$ cat config.mk
export PLATFORM = sky130hd
export DESIGN_NAME = serial_aux_control
export DESIGN_NICKNAME = d
export VERILOG_FILES = /design/src/design/aux_ctrl_pkg.sv /design/src/design/serial_aux_control.sv
export SDC_FILE = /design/constraint.sdc
export NUM_CORES = 1
export LEC_CHECK = 0
export BUFFER_PORTS_ARGS = -buffer_cell sky130_fd_sc_hd__buf_4
export CAP_MARGIN = 20
export CORE_UTILIZATION = 52
export DETAILED_ROUTE_END_ITERATION = 8
export PLACE_DENSITY = 0.76
export SLEW_MARGIN = 30
export SYNTH_ARGS = -nofsm -noshare
export SYNTH_HDL_FRONTEND = slang
export SYNTH_SLANG_ARGS = --single-unit
export TNS_END_PERCENT = 1
$ cat constraint.sdc
create_clock -name clock_in -period 2.5 [get_ports clock_in]
set_clock_uncertainty 0.1 [all_clocks]
set_input_delay 0.75 -clock clock_in [delete_from_list [all_inputs] [get_ports clock_in]]
set_output_delay 0.75 -clock clock_in [all_outputs]
set_load 0.01 [all_outputs]
$ cat src/design/aux_ctrl_pkg.sv
package aux_ctrl_pkg;
    // Register byte offsets on the APB bus
    localparam logic [7:0] LEN_STBY_OFS = 8'h00;
    localparam logic [7:0] PLL_CTRL_OFS = 8'h04;
    localparam logic [7:0] CTRL_ZERO_OFS = 8'h08;
    localparam logic [7:0] TX_TARGET_OFS = 8'h0C;
    localparam logic [7:0] TX_COUNT_OFS = 8'h10;
    localparam logic [7:0] STATUS_OFS = 8'h14;
    localparam logic [7:0] BAUD_LOAD_OFS = 8'h18;
    localparam logic [7:0] CLK_SEL_OFS = 8'h1C;
    // Field positions
    localparam int LCE_BIT = 1;
    localparam int STBY_BIT = 0;
    localparam int CMD_LSB = 5;
    localparam int LOCAL_BIT = 4;
    localparam int ECHO_BIT = 3;
    localparam int BRG_SYS_BIT = 2;
    localparam int RX_GEN_BIT = 1;
    localparam int TX_GEN_BIT = 0;
    localparam int XTAL_SEL_BIT = 7;
    localparam int PLL_TX_SEL_BIT = 6;
    localparam int ABORT_BIT = 0;
    // Values
    localparam logic [7:0] STBY_EXIT_VAL = 8'h00;
    localparam logic [15:0] TARGET_RESET = 16'h0000;
    localparam logic [15:0] BAUD_RESET = 16'h0000;
    typedef enum logic [2:0] {
        CMD_NONE = 3'h0,
        CMD_SEARCH = 3'h1,
        CMD_CLR_MISS = 3'h2,
        CMD_DISABLE = 3'h3,
        CMD_SRC_BRG = 3'h4,
        CMD_SRC_PIN = 3'h5,
        CMD_FM = 3'h6,
        CMD_NRZI = 3'h7
    } pll_cmd_e;
    typedef enum logic [1:0] {
        SRC_SYNC_PIN = 2'h0,
        SRC_CRYSTAL = 2'h1,
        SRC_TX_GEN = 2'h3,
        SRC_RX_GEN = 2'h2
    } pll_src_e;
endpackage

$ cat src/design/serial_aux_control.sv
// Overview of operation
// - In bit-oriented mode with counter enabled, count each transmit request, compare with target.
// - At count equal to target, mask further transmit requests and hold the count.
// - Writing the counter enable bit to one clears the count.
// - On underrun with counting enabled and count matching, close frame with check and flag.
// - On mismatch at underrun, send abort, mask requests, hold count, set abort status.
// - The request mask lifts only when counting is enabled again, clearing the count.
// - Standby bit one enters standby, zero does nothing; writing 00 to register zero exits.
// - The standby bit clears itself when standby ends.
// - In standby only the system clock runs; serial data holds; clock pins float.
// - Loop command reset state: loop off, sync pin source, NRZI decoding.
// - Command 001 starts edge search and sampling; command 000 does nothing.
// - Command 010 clears both missing-clock bits, only while FM is selected.
// - Command 011 stops the loop and clears both missing-clock bits.
// - Command 100 takes a baud generator source, 101 the crystal or sync pin.
// - Command 110 selects FM decoding, 111 selects NRZI decoding.
// - Local self-test loops transmitter to receiver, ignores input pin, CTS and DCD.
// - Echo loop ties serial input to output, disables transmitter and CTS control.
// - Baud source bit picks crystal or sync pin at 0, system clock at 1.
//
// Local design decisions: the APB slave port and the address map.
`timescale 1ns/1ps
module serial_aux_control #(
    parameter int COUNT_W = 16
) (
    input wire logic clock_in, // 40 MHz system clock
    input wire logic reset_n_in, // Synchronous reset, active low
    input wire logic psel_in, // APB select
    input wire logic penable_in, // APB enable
    input wire logic pwrite_in, // APB direction
    input wire logic [7:0] paddr_in, // APB byte address
    input wire logic [31:0] pwdata_in, // APB write data
    output logic [31:0] prdata_out, // APB read data
    output logic pready_out, // APB ready
    output logic pslverr_out, // APB error, unmapped address
    input wire logic bop_mode_in, // Bit-oriented mode selected
    input wire logic tx_req_in, // Raw transmit service request pulse
    input wire logic underrun_in, // Underrun or end-of-message pulse
    input wire logic tx_data_in, // Transmitter serial output
    input wire logic [1:0] missing_clock_in, // Loop missing-clock events
    input wire logic serial_pin_in, // Serial data pin
    input wire logic cts_n_in, // Clear-to-send pin
    input wire logic dcd_n_in, // Carrier-detect pin
    input wire logic crystal_sync_pin_in, // Crystal or sync pin level
    input wire logic sync_rx_clock_pin_in, // Sync receive clock pin level
    input wire logic clock_pin_drive_in, // Clock pin wants to drive
    input wire logic crystal_sync_drive_in, // Crystal/sync pin wants to drive
    output logic tx_service_request_out, // Masked transmit request pulse
    output logic close_frame_out, // Send check sequence and flag
    output logic send_abort_out, // Send abort pulse
    output logic serial_out, // Serial data pin
    output logic rx_data_out, // Data to receiver
    output logic cts_ok_out, // Transmit permitted by CTS
    output logic dcd_ok_out, // Receive permitted by DCD
    output logic tx_enable_out, // Transmitter function enabled
    output logic standby_out, // Standby mode active
    output logic clock_pin_oe_out, // Clock pin output enable
    output logic crystal_sync_oe_out, // Crystal/sync pin output enable
    output logic pll_enable_out, // Loop running
    output logic pll_search_out, // Loop searching for edges
    output logic pll_fm_out, // FM decoding selected, else NRZI
    output logic [1:0] pll_source_out, // Loop clock source
    output logic tx_baud_tick_out, // Transmit generator reached zero
    output logic rx_baud_tick_out // Receive generator reached zero
);
    typedef struct packed {
        logic [4:0] sync1;
        logic [4:0] sync2;
        logic [1:0] prev_clk;
        logic lce;
        logic standby;
        logic masked;
        logic abort_flag;
        logic [COUNT_W-1:0] target;
        logic [COUNT_W-1:0] count;
        logic pll_en;
        logic search;
        logic fm;
        logic [1:0] src;
        logic [1:0] missing;
        logic local_test;
        logic echo;
        logic brg_sys;
        logic rx_gen_en;
        logic tx_gen_en;
        logic xtal_sel;
        logic pll_tx_sel;
        logic [15:0] tx_load;
        logic [15:0] rx_load;
        logic [15:0] tx_cnt;
        logic [15:0] rx_cnt;
        logic tx_tick;
        logic rx_tick;
        logic tx_req;
        logic close_frame;
        logic send_abort;
        logic serial;
        logic rx_data;
        logic cts_ok;
        logic dcd_ok;
        logic tx_en;
        logic clk_oe;
        logic xs_oe;
        logic [31:0] prdata;
        logic pready;
        logic pslverr;
    } state_s;

    state_s st;
    state_s next_st;
    logic access;
    logic wr;
    logic src_edge;
    logic [2:0] cmd;
    logic mapped;
    logic [31:0] rdata;

    always_comb begin
        next_st = st;
        access = psel_in && penable_in && st.pready;
        wr = access && pwrite_in;
        cmd = pwdata_in[aux_ctrl_pkg::CMD_LSB +: 3];
        mapped = 1'b1;
        rdata = 32'h0000_0000;
        next_st.sync1 = {serial_pin_in, cts_n_in, dcd_n_in, crystal_sync_pin_in, sync_rx_clock_pin_in};
        next_st.sync2 = st.sync1;
        next_st.prev_clk = st.sync2[1:0];
        next_st.tx_req = 1'b0;
        next_st.close_frame = 1'b0;
        next_st.send_abort = 1'b0;
        next_st.tx_tick = 1'b0;
        next_st.rx_tick = 1'b0;

        // Transmit length counting
        if (tx_req_in && !st.masked) begin
            next_st.tx_req = 1'b1;
            if (st.lce && bop_mode_in) begin
                next_st.count = st.count + 1'b1;
                if (st.count + 1'b1 == st.target) begin
                    next_st.masked = 1'b1;
                end
            end
        end
        if (underrun_in && st.lce && bop_mode_in) begin
            if (st.count == st.target) begin
                next_st.close_frame = 1'b1;
            end else begin
                next_st.send_abort = 1'b1;
                next_st.masked = 1'b1;
                next_st.count = st.count;
                next_st.abort_flag = 1'b1;
            end
        end

        // Missing-clock events only matter while FM decoding runs
        next_st.missing = st.missing | (missing_clock_in & {2{st.pll_en && st.fm}});

        // Register file
        unique case (paddr_in)
            aux_ctrl_pkg::LEN_STBY_OFS: rdata = {30'h0000_0000, st.lce, st.standby};
            aux_ctrl_pkg::PLL_CTRL_OFS: begin
                rdata = {27'h0000_0000, st.local_test, st.echo, st.brg_sys, st.rx_gen_en, st.tx_gen_en};
            end
            aux_ctrl_pkg::CTRL_ZERO_OFS: rdata = 32'h0000_0000;
            aux_ctrl_pkg::TX_TARGET_OFS: rdata = 32'(st.target);
            aux_ctrl_pkg::TX_COUNT_OFS: rdata = 32'(st.count);
            aux_ctrl_pkg::STATUS_OFS: begin
                rdata = {22'h00_0000, st.missing, 1'b0, st.src, st.fm, st.search, st.pll_en, st.masked,
                         st.abort_flag};
            end
            aux_ctrl_pkg::BAUD_LOAD_OFS: rdata = {st.rx_load, st.tx_load};
            aux_ctrl_pkg::CLK_SEL_OFS: rdata = {24'h00_0000, st.xtal_sel, st.pll_tx_sel, 6'h00};
            default: mapped = 1'b0;
        endcase

        if (wr && mapped) begin
            case (paddr_in)
                aux_ctrl_pkg::LEN_STBY_OFS: begin
                    next_st.lce = pwdata_in[aux_ctrl_pkg::LCE_BIT];
                    if (pwdata_in[aux_ctrl_pkg::LCE_BIT]) begin
                        next_st.count = '0;
                        next_st.masked = 1'b0;
                    end
                    if (pwdata_in[aux_ctrl_pkg::STBY_BIT]) begin
                        next_st.standby = 1'b1;
                    end
                end
                aux_ctrl_pkg::PLL_CTRL_OFS: begin
                    next_st.local_test = pwdata_in[aux_ctrl_pkg::LOCAL_BIT];
                    next_st.echo = pwdata_in[aux_ctrl_pkg::ECHO_BIT];
                    next_st.brg_sys = pwdata_in[aux_ctrl_pkg::BRG_SYS_BIT];
                    next_st.rx_gen_en = pwdata_in[aux_ctrl_pkg::RX_GEN_BIT];
                    next_st.tx_gen_en = pwdata_in[aux_ctrl_pkg::TX_GEN_BIT];
                    case (cmd)
                        aux_ctrl_pkg::CMD_SEARCH: begin
                            next_st.pll_en = 1'b1;
                            next_st.search = 1'b1;
                        end
                        aux_ctrl_pkg::CMD_CLR_MISS: begin
                            if (st.fm) begin
                                next_st.missing = missing_clock_in & {2{st.pll_en}};
                            end
                        end
                        aux_ctrl_pkg::CMD_DISABLE: begin
                            next_st.pll_en = 1'b0;
                            next_st.search = 1'b0;
                            next_st.missing = 2'b00;
                        end
                        aux_ctrl_pkg::CMD_SRC_BRG: begin
                            next_st.src = st.pll_tx_sel ? aux_ctrl_pkg::SRC_TX_GEN : aux_ctrl_pkg::SRC_RX_GEN;
                        end
                        aux_ctrl_pkg::CMD_SRC_PIN: begin
                            next_st.src = st.xtal_sel ? aux_ctrl_pkg::SRC_CRYSTAL : aux_ctrl_pkg::SRC_SYNC_PIN;
                        end
                        aux_ctrl_pkg::CMD_FM: next_st.fm = 1'b1;
                        aux_ctrl_pkg::CMD_NRZI: next_st.fm = 1'b0;
                        default: next_st.fm = st.fm;
                    endcase
                end
                aux_ctrl_pkg::CTRL_ZERO_OFS: begin
                    if (pwdata_in[7:0] == aux_ctrl_pkg::STBY_EXIT_VAL) begin
                        next_st.standby = 1'b0;
                    end
                end
                aux_ctrl_pkg::TX_TARGET_OFS: next_st.target = pwdata_in[COUNT_W-1:0];
                aux_ctrl_pkg::STATUS_OFS: begin
                    // Set wins over the clear
                    if (pwdata_in[aux_ctrl_pkg::ABORT_BIT] && !next_st.send_abort) begin
                        next_st.abort_flag = 1'b0;
                    end
                end
                aux_ctrl_pkg::BAUD_LOAD_OFS: begin
                    next_st.tx_load = pwdata_in[15:0];
                    next_st.rx_load = pwdata_in[31:16];
                end
                aux_ctrl_pkg::CLK_SEL_OFS: begin
                    next_st.xtal_sel = pwdata_in[aux_ctrl_pkg::XTAL_SEL_BIT];
                    next_st.pll_tx_sel = pwdata_in[aux_ctrl_pkg::PLL_TX_SEL_BIT];
                end
                default: next_st.lce = st.lce;
            endcase
        end

        // One wait state per transfer
        next_st.pready = psel_in && penable_in && !st.pready;
        next_st.pslverr = psel_in && penable_in && !st.pready && !mapped;
        if (psel_in && penable_in && !st.pready && !pwrite_in) begin
            next_st.prdata = rdata;
        end

        // Baud generators; all source edges, system clock included, are ignored in standby
        src_edge = st.brg_sys ||
                   (st.xtal_sel ? (st.sync2[1] && !st.prev_clk[1]) : (st.sync2[0] && !st.prev_clk[0]));
        src_edge = src_edge && !st.standby;
        if (!st.tx_gen_en) begin
            next_st.tx_cnt = st.tx_load;
        end else if (src_edge) begin
            next_st.tx_cnt = (st.tx_cnt == 16'h0000) ? st.tx_load : st.tx_cnt - 16'h0001;
            next_st.tx_tick = (st.tx_cnt == 16'h0000);
        end
        if (!st.rx_gen_en) begin
            next_st.rx_cnt = st.rx_load;
        end else if (src_edge) begin
            next_st.rx_cnt = (st.rx_cnt == 16'h0000) ? st.rx_load : st.rx_cnt - 16'h0001;
            next_st.rx_tick = (st.rx_cnt == 16'h0000);
        end

        // Line test paths
        next_st.rx_data = st.local_test ? tx_data_in : st.sync2[4];
        next_st.cts_ok = st.local_test || st.echo || !st.sync2[3];
        next_st.dcd_ok = st.local_test || !st.sync2[2];
        next_st.tx_en = !st.echo;
        if (!st.standby) begin
            next_st.serial = st.echo ? st.sync2[4] : tx_data_in;
        end
        // Clock pins float in standby; serial output holds
        next_st.clk_oe = clock_pin_drive_in && !st.standby;
        next_st.xs_oe = crystal_sync_drive_in && !st.standby;
    end

    always_ff @(posedge clock_in) begin
        if (!reset_n_in) begin
            st <= '0;
            st.target <= aux_ctrl_pkg::TARGET_RESET[COUNT_W-1:0];
            st.tx_load <= aux_ctrl_pkg::BAUD_RESET;
            st.rx_load <= aux_ctrl_pkg::BAUD_RESET;
            st.src <= aux_ctrl_pkg::SRC_SYNC_PIN;
            st.serial <= 1'b1;
            st.tx_en <= 1'b1;
        end else begin
            st <= next_st;
        end
    end

    assign prdata_out = st.prdata;
    assign pready_out = st.pready;
    assign pslverr_out = st.pslverr;
    assign tx_service_request_out = st.tx_req;
    assign close_frame_out = st.close_frame;
    assign send_abort_out = st.send_abort;
    assign serial_out = st.serial;
    assign rx_data_out = st.rx_data;
    assign cts_ok_out = st.cts_ok;
    assign dcd_ok_out = st.dcd_ok;
    assign tx_enable_out = st.tx_en;
    assign standby_out = st.standby;
    assign clock_pin_oe_out = st.clk_oe;
    assign crystal_sync_oe_out = st.xs_oe;
    assign pll_enable_out = st.pll_en;
    assign pll_search_out = st.search;
    assign pll_fm_out = st.fm;
    assign pll_source_out = st.src;
    assign tx_baud_tick_out = st.tx_tick;
    assign rx_baud_tick_out = st.rx_tick;

    logic wr_q;
    logic [7:0] addr_q;
    logic [31:0] data_q;
    always_ff @(posedge clock_in) begin
        wr_q <= psel_in && penable_in && pwrite_in && st.pready;
        addr_q <= paddr_in;
        data_q <= pwdata_in;
    end
endmodule

* Yosys cells after proc, flatten, opt, wreduce, memory -nomap -nowiden *
Cells that the tools add are included.
Widths: inputs -> output; s select.

word-level totals
  flip-flop bits (word level) = 172
  bits of input ports = 58
  output and inout port bits = 52
  logic and storage cells = 165

cells by class
  add/sub/neg operators = 3
  equal/unequal tests = 20
  muxes and demuxes = 45
  bitwise gates (word level) = 3
  reduce and logical (&&, ||, !) cells = 54

operators by type and width
  cell                   number
  $pmux 32 s7            1
  $mux 16                13
  $mux 80                1
  $eq 16x16->1           2
  $eq 8x5->1 const B     4
  $logic_not 16->1       2
  $mux 32                1
  $sub 16x1->16 const B  2
  $mux 1                 19
  $logic_and 1x1->1      18
  $add 16x1->16 const B  1
  $eq 8x4->1 const B     2
  $logic_not 8->1        2
  $reduce_and 3->1       5
  $eq 3x3->1 const B     4
  $mux 12                1
  $pmux 2 s2             3
  $reduce_and 2->1       6
  $logic_not 1->1        11
  $eq 8x3->1 const B     1
  $mux 2                 4
  $reduce_bool 2->1      4
  $reduce_or 8->1        1
  $eq 3x2->1 const B     2
  8 further kinds        15

* Logic depth before layout (Yosys ltp) *
  depth after elaboration = 10
  depth in mapped cells = 9
  gate-level depth less buffers = 8

* Least setup slack after synthesis *
No wires, ideal clock.

  kind = in2reg
  start = input paddr_in[1]
  end = register st[145] in the netlist's numbering
  data arrival time = 2.339 ns
  data required time = 2.330 ns
  path slack = -0.009 ns
  cell stages on the path = 8
  buffers on the path = 3
  cells stage by stage = nor2_1 > clkbuf_1 > nand3_1 > nor2_1 > clkbuf_1 > buf_2 > nand3_1 > a21oi_1

on the way
  word-level cells in the longest chain between the ends = 5
  elaborated cells between the ends (all ways) = 12
  those cells by class = 7 x eq/ne; 1 x mux; 4 x reduce/logical

RTL lines
  what                                   RTL line                   text
  start: declaration                     serial_aux_control.sv:31   input wire logic [7:0] paddr_in,
  $eq 8x5->1 (tied with other cells)     serial_aux_control.sv:159  unique case (paddr_in)
  $reduce_or 8->1 (no source line)       --
  $mux 1                                 serial_aux_control.sv:159
  $logic_and 1x1->1                      serial_aux_control.sv:176  if (wr && mapped) begin
  $reduce_and 2->1 (no source line) (*)  --
  end signal: assignment                 serial_aux_control.sv:291  st <= next_st;
  end: declaration                       serial_aux_control.sv:109  state_s st;

Mark *: on every way between the ends. The rest lies on a longest branch, timed or not.
A chain may end at the register's enable or synchronous reset.

* Worst setup path after layout *
  start = register st[54] in the netlist's numbering
  end = register st[50] in the netlist's numbering

on the way
  word-level cells in the longest chain between the ends = 4

RTL lines
  what              RTL line                   text
  $logic_not 16->1  serial_aux_control.sv:264  next_st.rx_cnt = (st.rx_cnt == 16'h0000) ? st.rx_load : st.rx_cnt - 16'h0001;
  $mux 16           serial_aux_control.sv:264
  $mux 16           serial_aux_control.sv:263  end else if (src_edge) begin
  $mux 16           serial_aux_control.sv:261  if (!st.rx_gen_en) begin

Every way passes these cells. The select of a mux whose other input is x is not followed.

==> metrics.md <==
| Metric | Value |
|---|---|
| Outcome | complete, no violations |
| Pin count of the biggest net entering global routing | 76 |
| H-tree depth | 4 |
| Core Area | 15800 sq um |
| Ys flop type | dfxtp_1 |
| Synthesized cell area | 8400 sq um |
| GPL Wtd Cong | 0.950 |
| Hold_sp | st[164] |
| FFs w/ async S/R, synth | 0 |
| Synthesized area per cell | 8.06 sq um |
| Hold-fix buffers, CTS | 0 |
| Fmax | around 430 MHz |
| Worst setup EP type | register |
| Worst-Margin Slew | 837 ps |
| Hold crit path type | register to register |
| Worst r2r src | st[54] |
| Dpl cell area | 9550 sq um |
| Setup bufs post-CTS | 0 |
| Vias in the first global route | 7428 |
| Overflow left after global routing | 0 |
| First drt pass iteration count | 5 |
| DRT antenna net count | 0 |
| I/O pin count | 110 |
| Crit share post-route | 0.939 |
| Wire length per cell | roughly 17 microns |
| WL final | 23.9 mm |
| Input/output buffers | around 110 |
| Worst rel slew slack | 0.442 |
| Critical Path AT | 2610 ps |
| Number of enable flip-flop cells after synthesis | 0 |
| Register bit total from synthesis | 171 |
| Fin. Hold Viols | 0 |
| Leak pwr | 3.71 nW |
| Fraction of layout cells with a size suffix above 1 | 0.210 |
| CTS root buf | clkbuf_16 |
| Die ar. | 16700 sq um |
| Via density | 6.03 |
| Distinct cells, synth | 69 |
| CTS tree | done |
| Setup Viol. Count Final | 0 |
| Finished Layout Cells | between 1000 and 1500 |
| Final #Nets | ~1200 |
| DR vias | 8252 |
| Gr usage total | 0.294 |
| Syn nets | 1106 |
| Reg clk slew, reported paths | 70 ps |
| HPWL after DPL | 16.9 mm |
| Crit Path Category | register to register |
| Sequential element share of the synthesized area | 0.407 |
| CP endpoint | st[50] |
| Startpoint Class | register |
| Synth-to-layout area growth | 21.7% |
| Max-slew violation count | 0 |
| R2R Setup Slk | 150 ps |
| Synth Instances | 1043 |
| Worst Path Required | around 2800 ps |
| Initial cell density of the core | 0.531 |
| RSZ-0062 raised after global routing | false |
| Cell row count | 46 |
| Clock Sinks | about 170 |
| DRC viols | 0 |
| Power per cell area | approximately 580 nW/um^2 |
| Commonest non-fill, non-tap cell in the layout | buf_4 |
| Ant diodes | 0 |
| Most frequent cells in the layout | 181 x buf_4, 171 x dfxtp_1, 150 x nand2_1 |
| Max Cap Viol | 0 |
| Worst r2r dst | st[50] |
| Ys Warns | 0 |
| Initial antenna violation count | 0 |
| TritonCTS buffer count | 17 |
| Setup crit start | st[54] |
| R2R depth | 8 |
| Final instance area | 10200 sq um |
| CTS resizes | 0 |
| Placed insts | approximately 1300 |
| Clk buf depth | 2 |
| Worst vdd ir | between 0.4 and 0.5 mV |
| Starting DRT DRC Count | 808 |
| Chip Height | around 130 microns |
| Die W | about 130 microns |
| Clk Latency, worst-skew pair | between 400 and 500 ps |
| Min Tclk post-route | 2350 ps |
| CP Max Fanout | 26 |
| First-pass GRT wire length | 38.2 mm |
==> per-stage QoR <==
| step | TNS (ps) | util | hold WS, ps | power, mW | setup slack (ps) |
|---|---|---|---|---|---|
| detailed placement | -116 | 0.604 | 306 | 3.04 | -35.7 |
| finish | 0 | 0.646 | 313 | 5.91 | 152 |
| global route | 0 | 0.646 | 330 | 6.05 | 21.5 |
| global placement | -23.5 | 0.604 | 287 | 3.04 | -11.7 |
| CTS | 0 | 0.645 | 311 | 5.93 | 104 |
| floorplan | 0 | - | 285 | 2.90 | 44.2 |
==> synthesized netlist by cell type, drive strengths merged, types with 8 or more instances <==
library cell,instances,area [sq um]
o211ai,15,113
mux2i,17,170
a222oi,9,90.1
a2bb2oi,10,87.6
mux2,8,93.8
nor4,8,71.3
nor3,37,185
dfxtp,171,3420
and2,21,131
xnor2,21,206
nand3,66,330
nand2,150,563
nor3b,8,65.1
or4,15,113
nor2,77,289
nand4,13,81.3
o21ai,51,255
xor2,8,70.1
a211oi,11,97.6
clkbuf,51,191
a22oi,9,67.6
a31oi,9,62.6
inv,16,60.1
buf,55,382
a21oi,107,536
==> layout make-up <==
class	count	area (sq um)
fillers	1340	5600
multi-input cells	750	4380
flip-flops and latches	171	3420
repair buffers	185	1440
clock buffers	21	460
well taps	216	270
clock inverters	10	188
inverters	16	61.3
==> routing by layer <==
layer,up-vias,track usage,wire (microns)
met5,-,0,0
met4,0,0.117,728
met3,62,0.0632,1760
met1,3896,0.401,10700
li1,3901,-,-
met2,393,0.451,10700
==> registers in the layout, summed over array words and instances (netlist names) <==
signal	flops
rx_data_out	1
prdata_out	32
pll_fm_out	1
pready_out	1
standby_out	1
close_frame_out	1
tx_baud_tick_out	1
cts_ok_out	1
st	113
pslverr_out	1
clock_pin_oe_out	1
next_st	7
rx_baud_tick_out	1
pll_enable_out	1
serial_out	1
send_abort_out	1
crystal_sync_oe_out	1
dcd_ok_out	1
pll_source_out	2
tx_enable_out	1
tx_service_request_out	1
==> logic make-up after synthesis <==
kind of cell | Yosys count | synth area share
simple gates | 427 | 0.245
compound gates | 264 | 0.200
flops | 171 | 0.407
buf+inv | 122 | 0.0754
xor+xnor | 29 | 0.0329
mux | 25 | 0.0314
fa+ha+maj | 5 | 0.00745
==> power breakdown <==
part	switching (mW)	total [mW]	internal (mW)
sequential	0.00543	2.74	2.74
clock	1.10	2.93	1.83
combinational	0.140	0.240	0.0994
==> critical path, stage by stage, from the launching register on <==
cell and delay [ps]:
dfxtp_1 350, or4_1 620, nor3b_2 310, buf_4 170, a31o_1 180, buf_12 170, nand2_1 70, a21o_1 170
a21oi_1 110
==> how the worst min path moves through the flow <==
stage / endpoint / slack, ps / depth (start not counted)
detailed placement: dcd_ok_out / 310 / 1
CTS: dcd_ok_out / 310 / 1
finish: dcd_ok_out / 310 / 1
global route: dcd_ok_out / 330 / 1
floorplan: cts_ok_out / 280 / 1
global placement: cts_ok_out / 290 / 1
Note: power is estimated with default switching activity, not from simulation.
